`config.mk`:
```
export PLATFORM = sky130hd
export DESIGN_NAME = boot_select
export DESIGN_NICKNAME = d
export VERILOG_FILES = /design/src/verilog/boot_sel_pkg.sv /design/src/verilog/option_store_if.sv /design/src/verilog/boot_select.sv /design/src/verilog/option_store.sv
export VERILOG_INCLUDE_DIRS = /design/src /design/src/verilog
export SDC_FILE = /design/constraint.sdc
export NUM_CORES = 1
export LEC_CHECK = 0
export ABC_AREA = 1
export BUFFER_PORTS_ARGS = -buffer_cell sky130_fd_sc_hd__buf_2
export CAP_MARGIN = 20
export CORE_ASPECT_RATIO = 0.75
export CORE_MARGIN = 2
export CORE_UTILIZATION = 50
export DETAILED_ROUTE_END_ITERATION = 10
export PLACE_DENSITY = 0.78
export REMOVE_ABC_BUFFERS = 1
export SYNTH_ARGS = -nofsm -noshare
export SYNTH_HDL_FRONTEND = slang
export SYNTH_HIERARCHICAL = 1
export SYNTH_SLANG_ARGS = --single-unit
```
`constraint.sdc`:
```
create_clock -name clock_i -period 1.9 [get_ports clock_i]
set_input_delay 0.19 -clock clock_i [delete_from_list [all_inputs] [get_ports clock_i]]
set_output_delay 0.19 -clock clock_i [all_outputs]
set_load 0.02 [all_outputs]
```
`src/verilog/boot_sel_regs.svh`:
```
`ifndef BOOT_SEL_REGS_SVH
`define BOOT_SEL_REGS_SVH
`define OPT_LOCK_BIT      0
`define OPT_TABLE_BIT     1
`define OPT_STRAP_AB_BIT  4
`define OPT_STRAP_C_BIT   5
`define OPT_ERASED        8'hff
`define PCR_LOADER_IDLE   8'h03
`define PCR_RESTART       8'h83
`define PCR_UPDATE_IDLE   8'h01
`define PCR_RESET         8'h00
`define BANK_RESET        8'h00
`define RESTART_CYCLES    4'h4
`define RESTART_ZERO      4'h0
`define RESTART_ONE       4'h1
`endif

```
`src/verilog/boot_sel_pkg.sv`:
```
`default_nettype none
package boot_sel_pkg;
    typedef enum logic [3:0] {
        st_run     = 4'h1,
        st_restart = 4'h2,
        st_update  = 4'h4,
        st_idle    = 4'h8
    } boot_state_t;
endpackage
`default_nettype wire

```
`src/verilog/option_store_if.sv`:
```
`default_nettype none
interface option_store_if;
    logic       prog_we;
    logic       erase_all;
    logic [7:0] prog_data;
    logic [7:0] bits;
    modport owner (input prog_we, input erase_all, input prog_data,
                   output bits);
    modport user  (output prog_we, output erase_all, output prog_data,
                   input bits);
endinterface
`default_nettype wire
```
`src/verilog/boot_select.sv`:
```
`default_nettype none
`include "boot_sel_regs.svh"
// Notes on behaviour
// - default boot from main flash
// - bit4 low, straps a,b low: loader
// - bit5 low, strap c low: loader
// - 03 at idle: loader and restart
// - write 83: restart into main flash
// - 01 at idle: update, keep running
// - option bits only in programmer mode
// - programmed bits stay low until erase
// - lock bit low blocks programmer access except erase all
// - inhibit low: external reads stay external
// - internal reads reach all memory
// - inhibit high: no table read limit
module boot_select
    import boot_sel_pkg::*;
(
    input  wire logic       clock_i,
    input  wire logic       reset_i,
    input  wire logic       strap_pin_a_i,
    input  wire logic       strap_pin_b_i,
    input  wire logic       strap_pin_c_i,
    input  wire logic       pcr_we_i,
    input  wire logic [7:0] pcr_wdata_i,
    input  wire logic       bank_we_i,
    input  wire logic [7:0] bank_wdata_i,
    input  wire logic       cpu_idle_i,
    input  wire logic       update_done_i,
    input  wire logic       fetch_internal_i,
    input  wire logic       table_read_i,
    input  wire logic       prog_mode_i,
    input  wire logic       prog_opt_we_i,
    input  wire logic       prog_opt_re_i,
    input  wire logic [7:0] prog_opt_wdata_i,
    input  wire logic       prog_flash_req_i,
    input  wire logic       prog_erase_all_i,
    output logic            use_loader_flash_o,
    output logic            cpu_restart_o,
    output logic            update_active_o,
    output logic [7:0]      pcr_rdata_o,
    output logic [7:0]      bank_select_o,
    output logic            table_internal_o,
    output logic            prog_flash_grant_o,
    output logic [7:0]      prog_opt_rdata_o,
    output logic            prog_refused_o
);
    // ------------------------------------------------------------
    // strap synchronisers
    // ------------------------------------------------------------
    logic [2:0] strap_meta;
    logic [2:0] strap_sync;
    always_ff @(posedge clock_i or posedge reset_i) begin
        if (reset_i) begin
            strap_meta <= 3'h7;
            strap_sync <= 3'h7;
        end else begin
            strap_meta <= {strap_pin_c_i, strap_pin_b_i, strap_pin_a_i};
            strap_sync <= strap_meta;
        end
    end
    // the flops run only after release, so straps are also sampled by a
    // free running capture that stays open while in reset
    logic [2:0] strap_hold_meta;
    logic [2:0] strap_hold;
    always_ff @(posedge clock_i) begin
        strap_hold_meta <= {strap_pin_c_i, strap_pin_b_i, strap_pin_a_i};
        strap_hold      <= strap_hold_meta;
    end

    // ------------------------------------------------------------
    // option bits
    // ------------------------------------------------------------
    option_store_if opt_bus ();
    option_store u_option_store (
        .clock_i (clock_i),
        .reset_i (reset_i),
        .port    (opt_bus)
    );
    logic opt_access;
    assign opt_access = prog_mode_i & opt_bus.bits[`OPT_LOCK_BIT];
    assign opt_bus.prog_we   = opt_access & prog_opt_we_i;
    assign opt_bus.erase_all = prog_mode_i & prog_erase_all_i;
    assign opt_bus.prog_data = prog_opt_wdata_i;

    // ------------------------------------------------------------
    // state
    // ------------------------------------------------------------
    typedef struct packed {
        boot_state_t fsm;
        logic        first;
        logic        loader;
        logic [7:0]  pcr;
        logic [7:0]  bank;
        logic [3:0]  restart_cnt;
        logic [7:0]  opt_rdata;
        logic        refused;
        logic        grant;
    } top_state_t;
    top_state_t state;
    top_state_t next_state;

    logic strap_boot;
    always_comb begin
        strap_boot = 1'b0;
        if (!opt_bus.bits[`OPT_STRAP_AB_BIT] && !strap_hold[0] &&
            !strap_hold[1]) begin
            strap_boot = 1'b1;
        end
        if (!opt_bus.bits[`OPT_STRAP_C_BIT] && !strap_hold[2]) begin
            strap_boot = 1'b1;
        end
    end

    always_comb begin
        next_state         = state;
        next_state.first   = 1'b0;
        next_state.refused = 1'b0;
        next_state.grant   = 1'b0;
        if (state.first) begin
            next_state.loader = strap_boot;
        end
        if (bank_we_i) begin
            next_state.bank = bank_wdata_i;
        end
        if (pcr_we_i) begin
            next_state.pcr = pcr_wdata_i;
        end
        case (state.fsm)
            st_run: begin
                if (pcr_we_i && pcr_wdata_i == `PCR_RESTART) begin
                    next_state.loader      = 1'b0;
                    next_state.pcr         = `PCR_RESET;
                    next_state.restart_cnt = `RESTART_CYCLES;
                    next_state.fsm         = st_restart;
                end else if (cpu_idle_i && state.pcr == `PCR_LOADER_IDLE)
                begin
                    next_state.loader      = 1'b1;
                    next_state.restart_cnt = `RESTART_CYCLES;
                    next_state.fsm         = st_restart;
                end else if (cpu_idle_i && state.pcr == `PCR_UPDATE_IDLE)
                begin
                    next_state.fsm = st_update;
                end
            end
            st_restart: begin
                next_state.restart_cnt = state.restart_cnt - `RESTART_ONE;
                if (state.restart_cnt == `RESTART_ONE) begin
                    next_state.fsm = st_idle;
                end
            end
            st_update: begin
                if (update_done_i) begin
                    next_state.fsm = st_run;
                end
            end
            st_idle: begin
                next_state.fsm = st_run;
            end
            default: begin
                next_state.fsm = st_run;
            end
        endcase
        if (prog_flash_req_i || prog_opt_we_i || prog_opt_re_i) begin
            if (opt_access) begin
                next_state.grant = prog_flash_req_i;
            end else begin
                next_state.refused = 1'b1;
            end
        end
        if (opt_access && prog_opt_re_i) begin
            next_state.opt_rdata = opt_bus.bits;
        end
    end

    always_ff @(posedge clock_i or posedge reset_i) begin
        if (reset_i) begin
            state <= '{fsm: st_run, first: 1'b1, loader: 1'b0,
                       pcr: `PCR_RESET, bank: `BANK_RESET,
                       restart_cnt: `RESTART_ZERO, opt_rdata: 8'h00,
                       refused: 1'b0, grant: 1'b0};
        end else begin
            state <= next_state;
        end
    end

    // ------------------------------------------------------------
    // outputs
    // ------------------------------------------------------------
    logic table_ok;
    always_comb begin
        table_ok = fetch_internal_i | opt_bus.bits[`OPT_TABLE_BIT];
    end
    assign table_internal_o   = table_read_i & table_ok;
    assign use_loader_flash_o = state.loader;
    assign cpu_restart_o      = (state.fsm == st_restart);
    assign update_active_o    = (state.fsm == st_update);
    assign pcr_rdata_o        = state.pcr;
    assign bank_select_o      = state.bank;
    assign prog_flash_grant_o = state.grant;
    assign prog_opt_rdata_o   = state.opt_rdata;
    assign prog_refused_o     = state.refused;
    logic unused_sync;
    assign unused_sync = ^strap_sync;
endmodule
`default_nettype wire

```
`src/verilog/option_store.sv`:
```
`default_nettype none
`include "boot_sel_regs.svh"
module option_store (
    input  wire logic      clock_i,
    input  wire logic      reset_i,
    option_store_if.owner  port
);
    typedef struct packed {
        logic [7:0] bits;
    } opt_state_t;
    opt_state_t state;
    opt_state_t next_state;
    always_comb begin
        next_state = state;
        if (port.erase_all) begin
            next_state.bits = `OPT_ERASED;
        end else if (port.prog_we) begin
            next_state.bits = state.bits & port.prog_data;
        end
    end
    // bits are non volatile: reset leaves them alone, only erase sets them
    always_ff @(posedge clock_i) begin
        state <= next_state;
    end
    assign port.bits = state.bits;
    logic unused_reset;
    assign unused_reset = reset_i;
endmodule
`default_nettype wire

```
* Word level (Yosys, flattened, before mapping)
Cells that the tools add are included.
** Operators by class
- Mux-type cells :: 20
- Reductions and logical operators :: 17
- Bitwise operators :: 6
- Equality and inequality tests :: 11
- Add/sub/neg operators :: 1
** Operators with widths (count)
- $mux 4 :: 7
- $mux 8 :: 2
- $pmux 4 s3 :: 1
- $mux 9 :: 1
- $and 8x8->8 :: 1
- $eq 4x1->1 const B :: 2
- $eq 8x1->1 const B :: 1
- $eq 8x2->1 const B :: 1
- $eq 8x8->1 const B :: 1
- $pmux 4 s2 :: 1
- $logic_and 1x1->1 :: 7
- $mux 1 :: 7
- $logic_not 1->1 :: 5
- $and 1x1->1 :: 4
- $eq 4x2->1 const B :: 1
- $eq 4x3->1 const B :: 1
- $ne 4x4->1 const B :: 1
- $sub 4x1->4 const B :: 1
- $ne 3x3->1 const B :: 1
- $reduce_and 3->1 :: 1
- $logic_or 1x1->1 :: 2
- $mux 2 :: 1
- $ne 2x1->1 const B :: 1
- $ne 2x2->1 const B :: 1
- 3 further kinds :: 3
** Storage, ports and cells
- Word-level logic and storage cells :: 67
- Flip-flop bits (word level) :: 50
- Input bits :: 40

* Logic depth before layout (Yosys ltp)
- Word-level depth :: 9
- Mapped depth :: 9

* Modules after synthesis
Netlist, hierarchy kept.
** By module, submodules not included
- boot_select :: area each 2099.5 um^2, cells an instance 221, instances 1
- option_store :: area each 295.3 um^2, cells an instance 42, instances 1

* Least setup slack after synthesis
No wires, ideal clock.
- Kind :: register -> register
- Start :: register state[32] (netlist bit)
- End :: register state[32] (netlist bit)
- Stages on the path, launching flop included :: 5
- Slack :: 723 ps
- Data required time :: 1809 ps
- Data arrival time :: 1086 ps
- Setup time :: 91 ps
- Cells stage by stage :: dfstp_2 -> inv_1 -> nand3_4 -> inv_1 -> o31ai_1
** On the way
- Word-level cells in the longest chain between the ends :: 3
- Elaborated cells between the ends (all ways) :: 8
- Those cells by class :: eq/ne (6); mux (1); reduce/logical (1)
** RTL lines
- start, declared :: line boot_select.sv:100 : top_state_t state;
- start signal, assigned :: line boot_select.sv:178 : state <= '{fsm: st_run, first: 1'b1, loader: 1'b0,
- start signal, assigned :: line boot_select.sv:183 : state <= next_state;
- $eq 4x2->1 *
- via cpu_restart_o :: line boot_select.sv:39 : output logic cpu_restart_o,
- $ne 2x1->1 (no source line)
- $reduce_and 3->1 (no source line)
The timed path passes the listed nets; every way through them passes the cells marked *.
A chain may end at the register's enable or synchronous reset.

* Final worst setup path
- Start :: register state[35] (netlist bit)
- End :: output cpu_restart_o
** On the way
- Word-level cells in the longest chain between the ends :: 1
** RTL lines
- $eq 4x2->1 :: line boot_select.sv:196 : assign cpu_restart_o = (state.fsm == st_restart);
- end, declared :: line boot_select.sv:39
Every way passes these cells.

==> results.py <==
metrics = {
    "die": {
        "die_area_um2": 5370,
        "die_w_um": 83.9,
        "die_h_um": 63.9,
        "coreArea_um2": 4550,
        "io_pins": 70,
        "std_cell_rows": 21,
        "start_util_pct": 52.7,
    },
    "sta": {
        "hold_violations": 0,
        "clock.fmax_mhz": 648,
        "setup_viol": 0,
        "period_needed_ns": 1.54,
        "whs_ns": 0.0944,
        "tightest_slew_ns": 0.501,
        "fin_ws_ns": 0.357,
        "fin_worst_skew_ns": 0.00338,
        "max_slew_margin_pct": 66.5,
        "period_share_pct": 81.2,
        "rsz0062_at_grt": "false",
        "setup-tns-final_ns": 0,
        "slew_violations": 0,
    },
    "worst_setup_path": {
        "critPathArrivalTime_ns": 1.35,
        "cp-end-kind": "output pin",
        "crit_path_max_fanout": 7,
        "endpoint": "cpu_restart_o",
        "critical_path_class": "reg -> out",
        "startpoint_type": "flop",
        "r2r_start": "state[11]",
        "worstReg2RegEnd": "state[34]",
        "critPathRequiredTime_ns": 1.71,
        "rrSetupSlack_ns": 0.65,
        "cp-startpoint": "state[35]",
        "r2r_cells": 9,
    },
    "placement": {
        "place.port_buffers": 69,
        "place_hpwl_um": 3310,
        "gp_congestion": 0.810,
        "placedCellCount": 363,
        "pre_cts_ws_ns": 0.667,
    },
    "clock_tree": {
        "clock-root-buffer": "clkbuf_8",
        "clk_pin_slew_ns": 0.09,
        "cts_resized": 0,
        "cts_max_path_buffers": 2,
        "cts_buffers": 5,
        "cts_tree": "built",
        "cts_sinks": 50,
        "ctsHtreeMaxLevel": 2,
        "worstSkewPairLatency_ns": 0.31,
        "postCtsHoldBufs": 4,
        "cts_setup_buffers": 0,
    },
    "run_status": {
        "status": "completed",
    },
    "routing": {
        "drc_errors": 0,
        "drt_iter0_markers": 110,
        "ant_nets": 0,
        "vias": 1735,
        "firstDrtPassIters": 4,
        "vias_per_cell": 4.63,
        "routedWlPerCell_um": 11.5,
        "postRouteWirelength_um": 4310,
    },
    "synth": {
        "synth_cells": 263,
        "ys_async_sr_fraction_pct": 72.0,
        "syn_area_per_cell_um2": 9.11,
        "yosysWarnings": 6,
        "yosys.area.top_type": "dfrtp_1",
        "synth_seq_cells": 50,
        "synth_cell_types": 31,
        "synth_edf_count": 0,
        "synth_area_um2": 2390,
        "synth_most_common_cell": "nand2_1",
        "synth_seq_area_share_pct": 49.4,
        "ys_top_cells_by_area": "dfrtp_1 36%, dfxtp_1 12%, nand2_1 9.6%, buf_4 7.5%, mux2_2 6.6%",
        "synth_top_area_share_pct": 35.5,
        "synthFlopType": "dfrtp_1",
        "synthTopCellsByCount": "61 x nand2_1, 39 x inv_1, 34 x dfrtp_1",
    },
    "cells_and_area": {
        "drive_above_1_share_pct": 36.5,
        "final_nets": 359,
        "fin_cells": 375,
        "diodes": 0,
        "fin_util_pct": 60.5,
        "area_delta_synth_final_pct": 14.9,
    },
    "grt": {
        "grt_overflow_total": 0,
        "grt_pass1_vias": 1645,
        "grt_pass1_wl_um": 7420,
        "grt_max_degree": 28,
        "antenna_found_initial": 0,
        "grt_use_total_pct": 17.7,
    },
    "hold_path": {
        "worstHoldStart": "prog_flash_req_i",
        "min_path_type": "in -> reg",
    },
    "pwr": {
        "ir_drop_uv": 509,
        "power.density_nw_per_um2": 953,
        "leakage_nw": 1.50,
    },
    "flow_run": {
        "cap_violations": 0,
    },
}
[stage by stage]
| step | power (W) | instance area [um^2] |
|---|---|---|
| global placement | 0.00200 | 2620 |
| CTS | 0.00265 | 2750 |
| global route | 0.00280 | 2750 |
| detailed placement | 0.00203 | 2620 |
| finish | 0.00262 | 2750 |
| floorplan | 0.00180 | 2190 |
[layer usage]
metal  vias to the layer above  wire length, um  GRT usage [%]
met5                         -                0              0
met4                         0               45           4.23
met3                         5              288           5.94
met2                        58             1980           29.2
met1                       781             1990           22.7
li1                        891                -              -
[power by group]
| part | internal, W | total, W | switching, W |
|---|---|---|---|
| Combinational | 0.000263 | 0.000685 | 0.000421 |
| Clock | 0.000260 | 0.000617 | 0.000358 |
| Sequential | 0.00122 | 0.00132 | 0.0000992 |
[worst max-delay path, stage by stage (launching register included)]
cell and delay, ns:
dfrtp_1 0.41, nor2_4 0.16, nand3_4 0.12, inv_1 0.16, buf_2 0.19
[cells by family after synthesis]
group	Yosys count	share of synthesized area (%)
AOI/OAI and AO/OA	15	3.50
adders and majority gates	2	1.04
buffers and inverters	68	15.3
DFF	50	49.4
muxes	14	6.58
other	1	0.157
and+or+nand+nor	113	24.0
[cell type report]
cell class | count | area (um^2)
fill | 398 | 1790
sequential | 50 | 1180
multi-input combinational | 145 | 845
timing repair buffer | 74 | 405
inverter | 41 | 159
tap | 57 | 71.3
clock buffer | 5 | 68.8
clock inverter | 3 | 18.8
[layout by cell type, fill, tap and decap left out, drive strengths merged, types with 2 or more instances in the layout]
| cell | instances |
|---|---|
| buf | 70 |
| nand2 | 64 |
| inv | 41 |
| dfrtp | 34 |
| nor2 | 30 |
| mux2 | 14 |
| dfxtp | 14 |
| nand3 | 12 |
| a21oi | 6 |
| o21ai | 5 |
| clkbuf | 5 |
| nand4 | 5 |
| dlygate4sd3 | 4 |
| clkinv | 3 |
| o31ai | 2 |
| ha | 2 |
| dfstp | 2 |
[sequential cells by signal, indices dropped and copies added (netlist names)]
register,flops
bank_select_o,8
prog_opt_rdata_o,8
use_loader_flash_o,1
state,9
u_option_store/port.bits,8
strap_hold_meta,3
prog_flash_grant_o,1
pcr_rdata_o,8
prog_refused_o,1
strap_hold,3
[worst min path at each step]
| stage | slack [ns] | depth (start not counted) | to |
|---|---|---|---|
| after CTS | 0.09 | 3 | prog_flash_grant_o |
| after global routing | 0.08 | 3 | prog_flash_grant_o |
| after global placement | 0.20 | 2 | prog_refused_o |
| after detailed placement | 0.21 | 2 | prog_refused_o |
| final | 0.09 | 3 | prog_flash_grant_o |
| after floorplan | 0.22 | 0 | strap_hold_meta[0] |
No activity file was read; power rests on OpenSTA's default activity.
